File: src/hdl/tq_pkg.sv
package tq_pkg;
   localparam int unsigned NCH = 4;
   // channel indices
   localparam int CH0 = 0;
   localparam int CH1 = 1;
   localparam int CHY = 2;
   localparam int CHX = 3;
   // register byte offsets
   localparam logic [7:0] A_COUNT01  = 8'h00;
   localparam logic [7:0] A_CMPA01   = 8'h04;
   localparam logic [7:0] A_CMPB01   = 8'h08;
   localparam logic [7:0] A_CTRL0    = 8'h0C;
   localparam logic [7:0] A_CTRL1    = 8'h10;
   localparam logic [7:0] A_COUNT_BK = 8'h14;
   localparam logic [7:0] A_CMPA_BK  = 8'h18;
   localparam logic [7:0] A_CMPB_BK  = 8'h1C;
   localparam logic [7:0] A_CTRL_BK  = 8'h20;
   localparam logic [7:0] A_CONN     = 8'h24;
   localparam logic [7:0] A_STAT     = 8'h28;
   localparam logic [7:0] A_MASK     = 8'h2C;
   localparam logic [7:0] A_CAPT     = 8'h30;
   localparam logic [7:0] A_COUNT_XY = 8'h34;
   // channel_control fields
   localparam int F_CKS  = 0;
   localparam int F_CLR  = 3;
   localparam int F_OSA  = 5;
   localparam int F_OSB  = 7;
   localparam int F_PSEL = 9;
   localparam int CTRL_W = 10;
   // clock select codes
   localparam logic [2:0] CK_OFF  = 3'h0;
   localparam logic [2:0] CK_P1   = 3'h1;
   localparam logic [2:0] CK_P2   = 3'h2;
   localparam logic [2:0] CK_P3   = 3'h3;
   localparam logic [2:0] CK_CASC = 3'h4;
   localparam logic [2:0] CK_EXT  = 3'h5;
   // prescaler exponents, psel 0 / 1
   localparam logic [3:0] E1A = 4'h1;
   localparam logic [3:0] E1B = 4'h3;
   localparam logic [3:0] E2A = 4'h6;
   localparam logic [3:0] E2B = 4'h7;
   localparam logic [3:0] E3A = 4'hA;
   localparam logic [3:0] E3B = 4'hB;
   // clear select and output actions
   localparam logic [1:0] CL_A   = 2'h1;
   localparam logic [1:0] CL_B   = 2'h2;
   localparam logic [1:0] CL_EXT = 2'h3;
   localparam logic [1:0] OS_LOW = 2'h1;
   localparam logic [1:0] OS_HI  = 2'h2;
   localparam logic [1:0] OS_TOG = 2'h3;
   // status layout and reset values
   localparam int ST_PER  = 3;
   localparam int ST_A    = 0;
   localparam int ST_B    = 1;
   localparam int ST_WRAP = 2;
   localparam int ST_CAPT = 12;
   localparam int ST_W    = 13;
   localparam logic [7:0] CNT_RST = 8'h00;
   localparam logic [7:0] CNT_MAX = 8'hFF;
   localparam logic [7:0] CMP_RST = 8'hFF;
   localparam logic [CTRL_W-1:0] CTRL_RST = 10'h000;
endpackage

File: src/hdl/tq_timer.sv
// The AHB-Lite register port and the placing of the registers were decided locally.
`timescale 1ns/1ps
// Contract
// - clock from six prescaled or external
// - clear on match A, B, external reset
// - output pin driven by both matches
// - cascade pairs into one 16-bit counter
// - lower channel counts upper match A
// - match A, B, wrap; capture on X
// - channel X captures its count
// - own pins on 0/1, shared on Y/X
// - bank bit selects Y (1) or X (0)
// - 8-bit readable writable up-counter
// - counter pair reads as one word
// - control fields steer clock and clear
// - wrap FF to 00 sets wrap flag
// - counters reset to zero
// - clear code 00/01/10/11 as documented
// - constant compare sets flag, resets FF
// - no compare while constant is written
module tq_timer
   import tq_pkg::*;
#(
   parameter int unsigned PSC_W = 11
)(
   // clock and reset
   input  wire logic        clk,
   input  wire logic        rst_n,
   // ahb-lite slave
   input  wire logic        hsel,
   input  wire logic [7:0]  haddr,
   input  wire logic [1:0]  htrans,
   input  wire logic        hwrite,
   input  wire logic [2:0]  hsize,
   input  wire logic [31:0] hwdata,
   input  wire logic        hready,
   output logic             hreadyout,
   output logic             hresp,
   output logic [31:0]      hrdata,
   // external pins
   input  wire logic        ext_clock_pin_zero,
   input  wire logic        ext_reset_pin_zero,
   input  wire logic        ext_clock_pin_one,
   input  wire logic        ext_reset_pin_one,
   input  wire logic        shared_clk_rst_pin_upper,
   input  wire logic        shared_clk_rst_pin_capture,
   input  wire logic        capture_in_pin,
   // timer outputs and interrupt
   output logic             output_pin_zero,
   output logic             output_pin_one,
   output logic             output_pin_upper,
   output logic             output_pin_capture,
   output logic             irq
);

////////////////////////////////////////////////////////////////////////////////
// state

   logic [PSC_W-1:0]  psc_q;
   logic [6:0]        s1_q;
   logic [6:0]        s2_q;
   logic [6:0]        s3_q;
   logic              dw_q;
   logic [7:0]        da_q;
   logic [31:0]       rd_q;
   logic [31:0]       rmux;
   logic [7:0]        cnt_q  [NCH];
   logic [7:0]        cnt_d  [NCH];
   logic [7:0]        cmpa_q [NCH];
   logic [7:0]        cmpb_q [NCH];
   logic [7:0]        wl     [NCH];
   logic [CTRL_W-1:0] ctrl_q [NCH];
   logic [NCH-1:0]    out_q;
   logic [NCH-1:0]    out_d;
   logic [NCH-1:0]    eqa;
   logic [NCH-1:0]    eqb;
   logic [NCH-1:0]    eqa_q;
   logic [NCH-1:0]    eqb_q;
   logic [NCH-1:0]    mta;
   logic [NCH-1:0]    mtb;
   logic [NCH-1:0]    inc;
   logic [NCH-1:0]    clr;
   logic [NCH-1:0]    wrp;
   logic [NCH-1:0]    w_cnt;
   logic [NCH-1:0]    w_ca;
   logic [NCH-1:0]    w_cb;
   logic [NCH-1:0]    w_ct;
   logic [ST_W-1:0]   st_set;
   logic [ST_W-1:0]   stat_q;
   logic [ST_W-1:0]   stat_d;
   logic [ST_W-1:0]   mask_q;
   logic              bank_q;
   logic [7:0]        capt_q;

////////////////////////////////////////////////////////////////////////////////
// functions

   function automatic logic hit(input logic [7:0] a, input logic [7:0] pa,
                                input logic [7:0] ba, input int i, input logic bk);
      hit = (i < 2) ? (a == pa) : ((a == ba) && (bk == (i == CHY)));
   endfunction

   function automatic logic tick(input logic [2:0] cks, input logic ps,
                                 input logic [PSC_W-1:0] p);
      logic [3:0]       e;
      logic [PSC_W-1:0] m;
      case (cks)
         CK_P1:   e = ps ? E1B : E1A;
         CK_P2:   e = ps ? E2B : E2A;
         CK_P3:   e = ps ? E3B : E3A;
         default: e = 4'h0;
      endcase
      m = (PSC_W'(1) << e) - PSC_W'(1);
      tick = (e != 4'h0) && ((p & m) == m);
   endfunction

   function automatic logic act(input logic [1:0] os, input logic o);
      case (os)
         OS_LOW:  act = 1'b0;
         OS_HI:   act = 1'b1;
         OS_TOG:  act = ~o;
         default: act = o;
      endcase
   endfunction

////////////////////////////////////////////////////////////////////////////////
// pins and bus decode

   wire [6:0] pin_raw = {capture_in_pin, shared_clk_rst_pin_capture,
                         shared_clk_rst_pin_upper, ext_reset_pin_one,
                         ext_clock_pin_one, ext_reset_pin_zero, ext_clock_pin_zero};
   wire [6:0] rise    = s2_q & ~s3_q;
   wire [3:0] xclk    = {rise[5], rise[4], rise[2], rise[0]};
   wire [3:0] xrst    = {rise[5], rise[4], rise[3], rise[1]};
   wire       cap_evt = rise[6];
   wire       ap      = hsel & hready & htrans[1];
   wire       wr      = dw_q;
   wire [7:0] wa      = da_q;
   wire [1:0] bx      = bank_q ? 2'(CHY) : 2'(CHX);

   assign hreadyout = 1'b1;
   assign hresp     = 1'b0;
   assign hrdata    = rd_q;
   assign irq       = |(stat_q & mask_q);
   assign {output_pin_capture, output_pin_upper, output_pin_one, output_pin_zero} = out_q;
   assign st_set[ST_CAPT] = cap_evt;
   assign stat_d = (stat_q & ~((wr && wa == A_STAT) ? hwdata[ST_W-1:0] : '0)) | st_set;

   always_comb begin
      case (haddr)
         A_COUNT01:  rmux = 32'({cnt_q[CH0], cnt_q[CH1]});
         A_COUNT_XY: rmux = 32'({cnt_q[CHY], cnt_q[CHX]});
         A_CMPA01:   rmux = 32'({cmpa_q[CH0], cmpa_q[CH1]});
         A_CMPB01:   rmux = 32'({cmpb_q[CH0], cmpb_q[CH1]});
         A_CTRL0:    rmux = 32'(ctrl_q[CH0]);
         A_CTRL1:    rmux = 32'(ctrl_q[CH1]);
         A_COUNT_BK: rmux = 32'(cnt_q[bx]);
         A_CMPA_BK:  rmux = 32'(cmpa_q[bx]);
         A_CMPB_BK:  rmux = 32'(cmpb_q[bx]);
         A_CTRL_BK:  rmux = 32'(ctrl_q[bx]);
         A_CONN:     rmux = 32'(bank_q);
         A_STAT:     rmux = 32'(stat_q);
         A_MASK:     rmux = 32'(mask_q);
         A_CAPT:     rmux = 32'(capt_q);
         default:    rmux = 32'h0000_0000;
      endcase
   end

   for (genvar i = 0; i < NCH; i++) begin : g_ch
      localparam bit UP = (i % 2 == 0);
      localparam int P  = i ^ 1;
      wire [2:0] cks = ctrl_q[i][F_CKS +: 3];
      wire [1:0] cls = ctrl_q[i][F_CLR +: 2];
      wire [1:0] osa = ctrl_q[i][F_OSA +: 2];
      wire [1:0] osb = ctrl_q[i][F_OSB +: 2];
      wire       psl = ctrl_q[i][F_PSEL];
      wire       hi  = UP && (i < 2 || wa == A_COUNT_XY);

      assign wl[i]    = hi ? hwdata[15:8] : hwdata[7:0];
      assign w_cnt[i] = wr && (hit(wa, A_COUNT01, A_COUNT_BK, i, bank_q)
                               || (i >= 2 && wa == A_COUNT_XY));
      assign w_ca[i]  = wr && hit(wa, A_CMPA01, A_CMPA_BK, i, bank_q);
      assign w_cb[i]  = wr && hit(wa, A_CMPB01, A_CMPB_BK, i, bank_q);
      assign w_ct[i]  = wr && hit(wa, (i == CH0) ? A_CTRL0 : A_CTRL1, A_CTRL_BK, i, bank_q);
      assign eqa[i]   = (cnt_q[i] == cmpa_q[i]) && !w_ca[i];
      assign eqb[i]   = (cnt_q[i] == cmpb_q[i]) && !w_cb[i];
      assign mta[i]   = eqa[i] && !eqa_q[i];
      assign mtb[i]   = eqb[i] && !eqb_q[i];
      assign inc[i]   = (cks == CK_CASC) ? (UP ? wrp[P] : mta[P]) :
                        (cks == CK_EXT) ? xclk[i] : tick(cks, psl, psc_q);
      assign clr[i]   = (cls == CL_A && mta[i]) || (cls == CL_B && mtb[i])
                        || (cls == CL_EXT && xrst[i]);
      assign wrp[i]   = inc[i] && cnt_q[i] == CNT_MAX && !clr[i] && !w_cnt[i];
      assign cnt_d[i] = w_cnt[i] ? wl[i] : clr[i] ? CNT_RST :
                        inc[i] ? cnt_q[i] + 8'h01 : cnt_q[i];
      assign out_d[i] = mtb[i] ? act(osb, out_q[i]) :
                        mta[i] ? act(osa, out_q[i]) : out_q[i];
      assign st_set[ST_PER*i +: ST_PER] = {wrp[i], mtb[i], mta[i]};

   end

////////////////////////////////////////////////////////////////////////////////
// registers

   always_ff @(posedge clk) begin
      if (!rst_n) begin
         psc_q <= '0;
         s1_q  <= '0;
         s2_q  <= '0;
         s3_q  <= '0;
         dw_q  <= 1'b0;
         da_q  <= 8'h00;
         rd_q  <= 32'h0000_0000;
      end else begin
         psc_q <= psc_q + PSC_W'(1);
         s1_q  <= pin_raw;
         s2_q  <= s1_q;
         s3_q  <= s2_q;
         dw_q  <= ap & hwrite;
         da_q  <= haddr;
         if (ap && !hwrite) begin
            rd_q <= rmux;
         end
      end
   end

   always_ff @(posedge clk) begin
      for (int k = 0; k < NCH; k++) begin
         if (!rst_n) begin
            cnt_q[k]  <= CNT_RST;
            cmpa_q[k] <= CMP_RST;
            cmpb_q[k] <= CMP_RST;
            ctrl_q[k] <= CTRL_RST;
         end else begin
            cnt_q[k] <= cnt_d[k];
            if (w_ca[k]) begin
               cmpa_q[k] <= wl[k];
            end
            if (w_cb[k]) begin
               cmpb_q[k] <= wl[k];
            end
            if (w_ct[k]) begin
               ctrl_q[k] <= hwdata[CTRL_W-1:0];
            end
         end
      end
   end

   always_ff @(posedge clk) begin
      if (!rst_n) begin
         eqa_q  <= '0;
         eqb_q  <= '0;
         out_q  <= '0;
         stat_q <= '0;
         mask_q <= '0;
         bank_q <= 1'b0;
         capt_q <= CNT_RST;
      end else begin
         eqa_q  <= eqa;
         eqb_q  <= eqb;
         out_q  <= out_d;
         stat_q <= stat_d;
         if (wr && wa == A_MASK) begin
            mask_q <= hwdata[ST_W-1:0];
         end
         if (wr && wa == A_CONN) begin
            bank_q <= hwdata[0];
         end
         if (cap_evt) begin
            capt_q <= cnt_q[CHX];
         end
      end
   end
endmodule

File: config.mk
export PLATFORM = sky130hd
export DESIGN_NAME = tq_timer
export DESIGN_NICKNAME = d
export VERILOG_FILES = /design/src/hdl/tq_pkg.sv /design/src/hdl/tq_timer.sv
export SDC_FILE = /design/constraint.sdc
export NUM_CORES = 1
export LEC_CHECK = 0
export BUFFER_PORTS_ARGS = -buffer_cell sky130_fd_sc_hd__buf_2
export CAP_MARGIN = 25
export CORE_ASPECT_RATIO = 1.25
export CORE_MARGIN = 3
export CORE_UTILIZATION = 55
export DETAILED_ROUTE_END_ITERATION = 10
export GPL_ROUTABILITY_DRIVEN = 0
export GPL_TIMING_DRIVEN = 1
export PLACE_DENSITY_LB_ADDON = 0.3
export SYNTH_ARGS = -nofsm -noshare
export SYNTH_HDL_FRONTEND = slang
export SYNTH_SLANG_ARGS = --single-unit
export TNS_END_PERCENT = 100
File: constraint.sdc
create_clock -name clk -period 4.15 [get_ports clk]
set_input_delay 0.83 -clock clk [delete_from_list [all_inputs] [get_ports clk]]
set_output_delay 0.83 -clock clk [all_outputs]
set_load 0.005 [all_outputs]
* After elaboration in Yosys (flattened, before gate mapping)
Memory sizes are Yosys's and may differ from the RTL's.
Cells that the tools add are included.
** Storage, ports and cells
- Flip-flop bits (word level) :: 120
- RAM bits :: 136
- Input port bits :: 57
- Output and inout bits :: 39
- Word-level logic and storage cells :: 393
- Memories :: 4
** Cells by class
- Add/sub/neg operators :: 9
- Eq/ne operators :: 101
- Shift-type cells :: 4
- Mux-type cells :: 104
- Bitwise operators :: 34
- Reductions and logical operators :: 120
** Memory list
- ctrl_q :: depth 4, width 10, rd ports 5, clocked after Yosys merged registers in 0, wr ports 4, RTL line tq_timer.sv:72 : logic [CTRL_W-1:0] ctrl_q [NCH];
- cmpa_q :: depth 4, width 8, rd ports 5, clocked after Yosys merged registers in 0, wr ports 4, RTL line tq_timer.sv:69 : logic [7:0] cmpa_q [NCH];
- cmpb_q :: depth 4, width 8, rd ports 5, clocked after Yosys merged registers in 0, wr ports 4, RTL line tq_timer.sv:70 : logic [7:0] cmpb_q [NCH];
- cnt_q :: depth 4, width 8, rd ports 5, clocked after Yosys merged registers in 0, wr ports 4, RTL line tq_timer.sv:67 : logic [7:0] cnt_q [NCH];
** Operators by type and width (count)
- case mux 16 bit (14 select lines) :: 1
- two-way mux 8 bit :: 25
- == test 8 x 6 -> 1 bit, second input constant :: 11
- logical AND 1 bit :: 69
- == test 8 x 5 -> 1 bit, second input constant :: 8
- == test 8 bit :: 8
- two-way mux 1 bit :: 57
- == test 2 bit, second input constant :: 24
- case mux 4 bit (3 select lines) :: 4
- AND 11 bit :: 4
- == test 11 bit :: 4
- << shifter 1 x 4 -> 11 bit, first input constant :: 4
- subtractor 11 x 2 -> 11 bit, second input constant :: 4
- two-way mux 10 bit :: 4
- adder 8 x 1 -> 8 bit, second input constant :: 4
- == test 8 x 4 -> 1 bit, second input constant :: 4
- == test 8 bit, second input constant :: 4
- nonzero test 4 bit :: 8
- AND 13 bit :: 2
- == test 2 x 1 -> 1 bit, second input constant :: 12
- == test 3 x 2 -> 1 bit, second input constant :: 8
- == test 3 bit, second input constant :: 8
- case mux 1 bit (3 select lines) :: 8
- zero test 1 bit :: 22
- 18 further kinds :: 65

* Logic depth before layout (Yosys ltp)
An unclocked memory read counts as a cell.
- Depth after elaboration :: 18
- Mapped depth :: 13
- Depth with buffers taken out :: 11

* Worst setup path after synthesis
Ideal clock, no wire load.
- Kind :: reg-to-reg
- From :: mem ctrl_q[1][2]
- To :: mem cnt_q[0][3]
- Library setup time :: 0.119 ns
- Data arrival time :: 2.990 ns
- Required time :: 4.031 ns
- Slack :: 1.041 ns
- Stages on the path, launching flop included :: 12
- Path buffers :: 1
- Clock period less this slack :: 3.109 ns
- Cells stage by stage :: edfxtp_1 -> or4b_2 -> ha_1 -> nor2b_1 -> a2111oi_0 -> a41o_1 -> o21ai_2 -> nor4_4 -> nor2_2 -> buf_2 -> o21a_1 -> o221a_1
** RTL lines (RTL line)
- start: declaration :: tq_timer.sv:72
- end: declaration :: tq_timer.sv:67

==> reports/qor.tcl <==
set qor(post-synth-top-count-cell) {sky130_fd_sc_hd__nand2_1}
set qor(worst_ep_arrival_time_ns) 4.01
set qor(placement.io_buffers) 57
set qor(clock_sink_count) 240
set qor(clock_power_share_pct) 46.2
set qor(clk_pin_slew_ns) 0.06
set qor(die_width_um) 142
set qor(synth.distinct_cells) 88
set qor(cts-htree-levels) 1
set qor(worst_path_dominant_cell_family) {compound AO/OA/AOI/OAI gates}
set qor(register_bit_count_reported_by_yosys) 240
set qor(grtUsageTotal_pct) 32.3
set qor(fill_cells) 1876
set qor(crit_path_start_kind) {flop}
set qor(largest_fanout_of_any_net_on_the_critical_path) 14
set qor(initial_antenna_violation_count) 0
set qor(synth.top_cell.area_share_pct) 24.7
set qor(fp.dieH_um) 176
set qor(post-route-period-util_pct) 86.4
set qor(irDropWorstVdd_uv) 391
set qor(yosys_warnings) 0
set qor(ys_seq_area_share_pct) 46.2
set qor(grt_setup_unrepaired) {false}
set qor(pin_count_of_the_biggest_net_entering_global_routing) 62
set qor(final_max_slew_viol_count) 0
set qor(clockBufferDepth) 3
set qor(boundaryPins) 96
set qor(critical_path_cell_list) {or4b_2 > ha_1 > nor2b_1 > a2111oi_0 > a41o_1 > o21ai_2 > nor4_4 > nor2_2 > o31a_1 > o221a_1}
set qor(cts-buffers-inserted) 26
set qor(critical_path.endpoint_type) {flop}
set qor(die-area_um2) 24900
set qor(timing.setup.tns_ns) 0
set qor(grt_overflow) 0
set qor(setup-violations-final) 0
set qor(power.density_cell_area_nw_per_um2) 375
set qor(antennaDiodeCount) 0
set qor(slowest_delay_ns) 0.71
set qor(critPathSlowestCell) {sky130_fd_sc_hd__or4b_2}
set qor(initial_standard_cell_utilization_of_the_core_pct) 56.4
set qor(row_count) 61
set qor(synth.top_cells.by_area) {sky130_fd_sc_hd__edfxtp_1, sky130_fd_sc_hd__dfxtp_1, sky130_fd_sc_hd__nand2_1, sky130_fd_sc_hd__a21oi_1, sky130_fd_sc_hd__and2_1}
set qor(slew_at_the_pin_closest_to_its_max_slew_limit_ns) 1.02
set qor(drt_pass1_iterations) 6
set qor(vias) 11137
set qor(synthFlopType) {sky130_fd_sc_hd__dfxtp_1}
set qor(p_sw_mw) 1.24
set qor(starting_drt_drc_count) 1438
set qor(post-place-cells) 1628
set qor(p_int_mw) 4.01
set qor(cts.repair.resized) 0
set qor(core-area_um2) 22400
set qor(cts_hold_buf) 0
set qor(post-route-min-period_ns) 3.59
set qor(detailedPlacementHpwl_mm) 28.5
set qor(finClkSkew_ns) 0.0297
set qor(min-delay-path-class) {reg -> reg}
set qor(worst_ep_required_time_ns) 4.57
set qor(final_layout_size_suffix_gt1_share_pct) 15.3
set qor(clock_tree.root_cell) {sky130_fd_sc_hd__clkbuf_16}
set qor(drt_wl_total_mm) 40.9
set qor(ys_async_sr_fraction_pct) 0
set qor(crit_type) {reg -> reg}
set qor(cts_post_setup_buffers_inserted) 0
set qor(synth.avg_cell_area_um2) 9.35
set qor(worst_slew_margin_rel_pct) 32.1
set qor(timing.final.hold_violations) 0
set qor(leakage_nw) 4.71
set qor(clk-insertion-delay-late_ns) 0.55
set qor(post_drt_via_cell_ratio) 6.63
set qor(synth_largest_area_cell) {sky130_fd_sc_hd__edfxtp_1}
set qor(syn_inst) 1354
set qor(wl_per_cell_um) 24.4
set qor(drc_errors) 0
set qor(pwr-share-comb_pct) 5.1
set qor(achievable-frequency_mhz) 279
set qor(switching_share_pct) 23.7
set qor(outcome) {complete, no violations}
set qor(area_growth_syn_to_layout_pct) 10.5
set qor(synth_commonest_cells) {sky130_fd_sc_hd__nand2_1, sky130_fd_sc_hd__dfxtp_1, sky130_fd_sc_hd__a21oi_1}
set qor(cap_violations) 0
set qor(first_global_vias) 10582
set qor(ant_nets) 0
set qor(synth_enable_flop_cells) 104
set qor(cts_tree) {built}
set qor(global_route_wire_length_before_repair_mm) 62.0
set qor(total_buffers_and_inverters_traversed_by_the_critical_path) 0
set qor(instances_no_fill) 1679
set qor(p_seq_share_pct) 48.7
set qor(fin_nets) 1442
set qor(synth.cell_area_um2) 12700
final cells by class:
| type | count | area, um2 | share of cell area [%] |
|---|---|---|---|
| multi-input cells | 1006 | 6330 | 45.3 |
| flip-flops and latches | 240 | 5850 | 41.8 |
| clock buffers | 33 | 728 | 5.21 |
| repair buffers | 85 | 497 | 3.55 |
| well taps | 283 | 354 | 2.53 |
| clock inverters | 15 | 168 | 1.20 |
| inverters | 17 | 65.1 | 0.465 |
cell families (layout without fill, tap and decap cells):
group                    after synthesis  count (layout)  share of synthesized area [%]
AND/OR/NAND/NOR                      556             556                           23.4
AO/OA/AOI/OAI                        317             317                           17.3
flip-flops                           240             240                           46.2
buffers and inverters                124             150                           4.26
XOR/XNOR                              73              73                           5.05
multiplexers                          33              33                           2.79
adder cells (fa/ha/maj)                9               9                          0.890
other                                  2              18                         0.0593
worst register-to-register path, cell delays in order (launching register included):
cell,delay [ns]
sky130_fd_sc_hd__edfxtp_1,0.52
sky130_fd_sc_hd__or4b_2,0.71
sky130_fd_sc_hd__ha_1,0.24
sky130_fd_sc_hd__nor2b_1,0.14
sky130_fd_sc_hd__a2111oi_0,0.43
sky130_fd_sc_hd__a41o_1,0.26
sky130_fd_sc_hd__o21ai_2,0.16
sky130_fd_sc_hd__nor4_4,0.24
sky130_fd_sc_hd__nor2_2,0.19
sky130_fd_sc_hd__o31a_1,0.36
sky130_fd_sc_hd__o221a_1,0.24
registers in the layout, indices dropped and copies added, names as in the netlist, 11 cells and up:
name	count
cmpa_q	32
mask_q	13
hrdata	16
cmpb_q	32
ctrl_q	40
psc_q	11
stat_q	13
cnt_q	32
stage by stage:
step           power, mW  cell area (um2)  util, %  worst slack (ns)  hold slack (ns)
2_1_floorplan       2.75            12700        -              1.04            0.412
3_3_place_gp        2.85            13100     58.2             0.638            0.413
3_5_place_dp        2.86            13100     58.3             0.618            0.421
4_1_cts             5.25            14000     62.2             0.594            0.435
5_1_grt             5.37            14000     62.3             0.398            0.447
6_report            5.25            14000     62.3             0.564            0.433
layout by cell type (no fill, tap or decap), types with 6 or more instances in the layout:
cell                        instances
sky130_fd_sc_hd__mux2i_1           15
sky130_fd_sc_hd__nand4_1           14
sky130_fd_sc_hd__buf_2             57
sky130_fd_sc_hd__a221oi_1          16
sky130_fd_sc_hd__nand2b_1          16
sky130_fd_sc_hd__conb_1            18
sky130_fd_sc_hd__dfxtp_1          136
sky130_fd_sc_hd__mux2_2            17
sky130_fd_sc_hd__and2_1            78
sky130_fd_sc_hd__a222oi_1           7
sky130_fd_sc_hd__nor4_1            18
sky130_fd_sc_hd__xnor2_1           28
sky130_fd_sc_hd__nor2_1           104
sky130_fd_sc_hd__a31oi_1           15
sky130_fd_sc_hd__edfxtp_1         104
sky130_fd_sc_hd__and3_1            13
sky130_fd_sc_hd__or3_1             22
sky130_fd_sc_hd__nand3_1           40
sky130_fd_sc_hd__clkbuf_16         27
sky130_fd_sc_hd__a22oi_1           48
sky130_fd_sc_hd__o21ai_0           36
sky130_fd_sc_hd__nand2_1          146
sky130_fd_sc_hd__a21oi_1          109
sky130_fd_sc_hd__nand3b_1           6
sky130_fd_sc_hd__inv_1             16
sky130_fd_sc_hd__ha_1               9
sky130_fd_sc_hd__buf_4             24
sky130_fd_sc_hd__nor3_1            27
sky130_fd_sc_hd__or2_2             33
sky130_fd_sc_hd__a211oi_1           6
sky130_fd_sc_hd__xor2_1            45
sky130_fd_sc_hd__a22o_1            11
final timing paths:
check / start / end / slack, ns / cells past startpoint
hold / removal: s1_q[5]$_SDFF_PN0_ / s2_q[5]$_SDFF_PN0_ / 0.43 / 1
setup / recovery: ctrl_q[1][2]$_SDFFCE_PN0P_ / cnt_q[0][7]$_SDFFE_PN0P_ / 0.56 / 10
setup reg to reg: ctrl_q[1][2]$_SDFFCE_PN0P_ / cnt_q[0][7]$_SDFFE_PN0P_ / 0.56 / 10
hold reg to reg: s1_q[5]$_SDFF_PN0_ / s2_q[5]$_SDFF_PN0_ / 0.43 / 1
power groups by stage:
stage / sequential (mW) / combinational [mW] / clock (mW)
5_1_grt: 2.56 / 0.283 / 2.53
4_1_cts: 2.55 / 0.256 / 2.44
3_5_place_dp: 2.61 / 0.255 / 0
3_3_place_gp: 2.60 / 0.250 / 0
6_report: 2.56 / 0.266 / 2.43
2_1_floorplan: 2.58 / 0.170 / 0
per-layer routing:
metal / share of wire [%] / global-route usage, %
met1: 35 / 38.7
met2: 45 / 51.8
met3: 12 / 7.76
met4: 8.0 / 20.6
met5: 0 / 0
No activity file was read; power rests on OpenSTA's default activity.
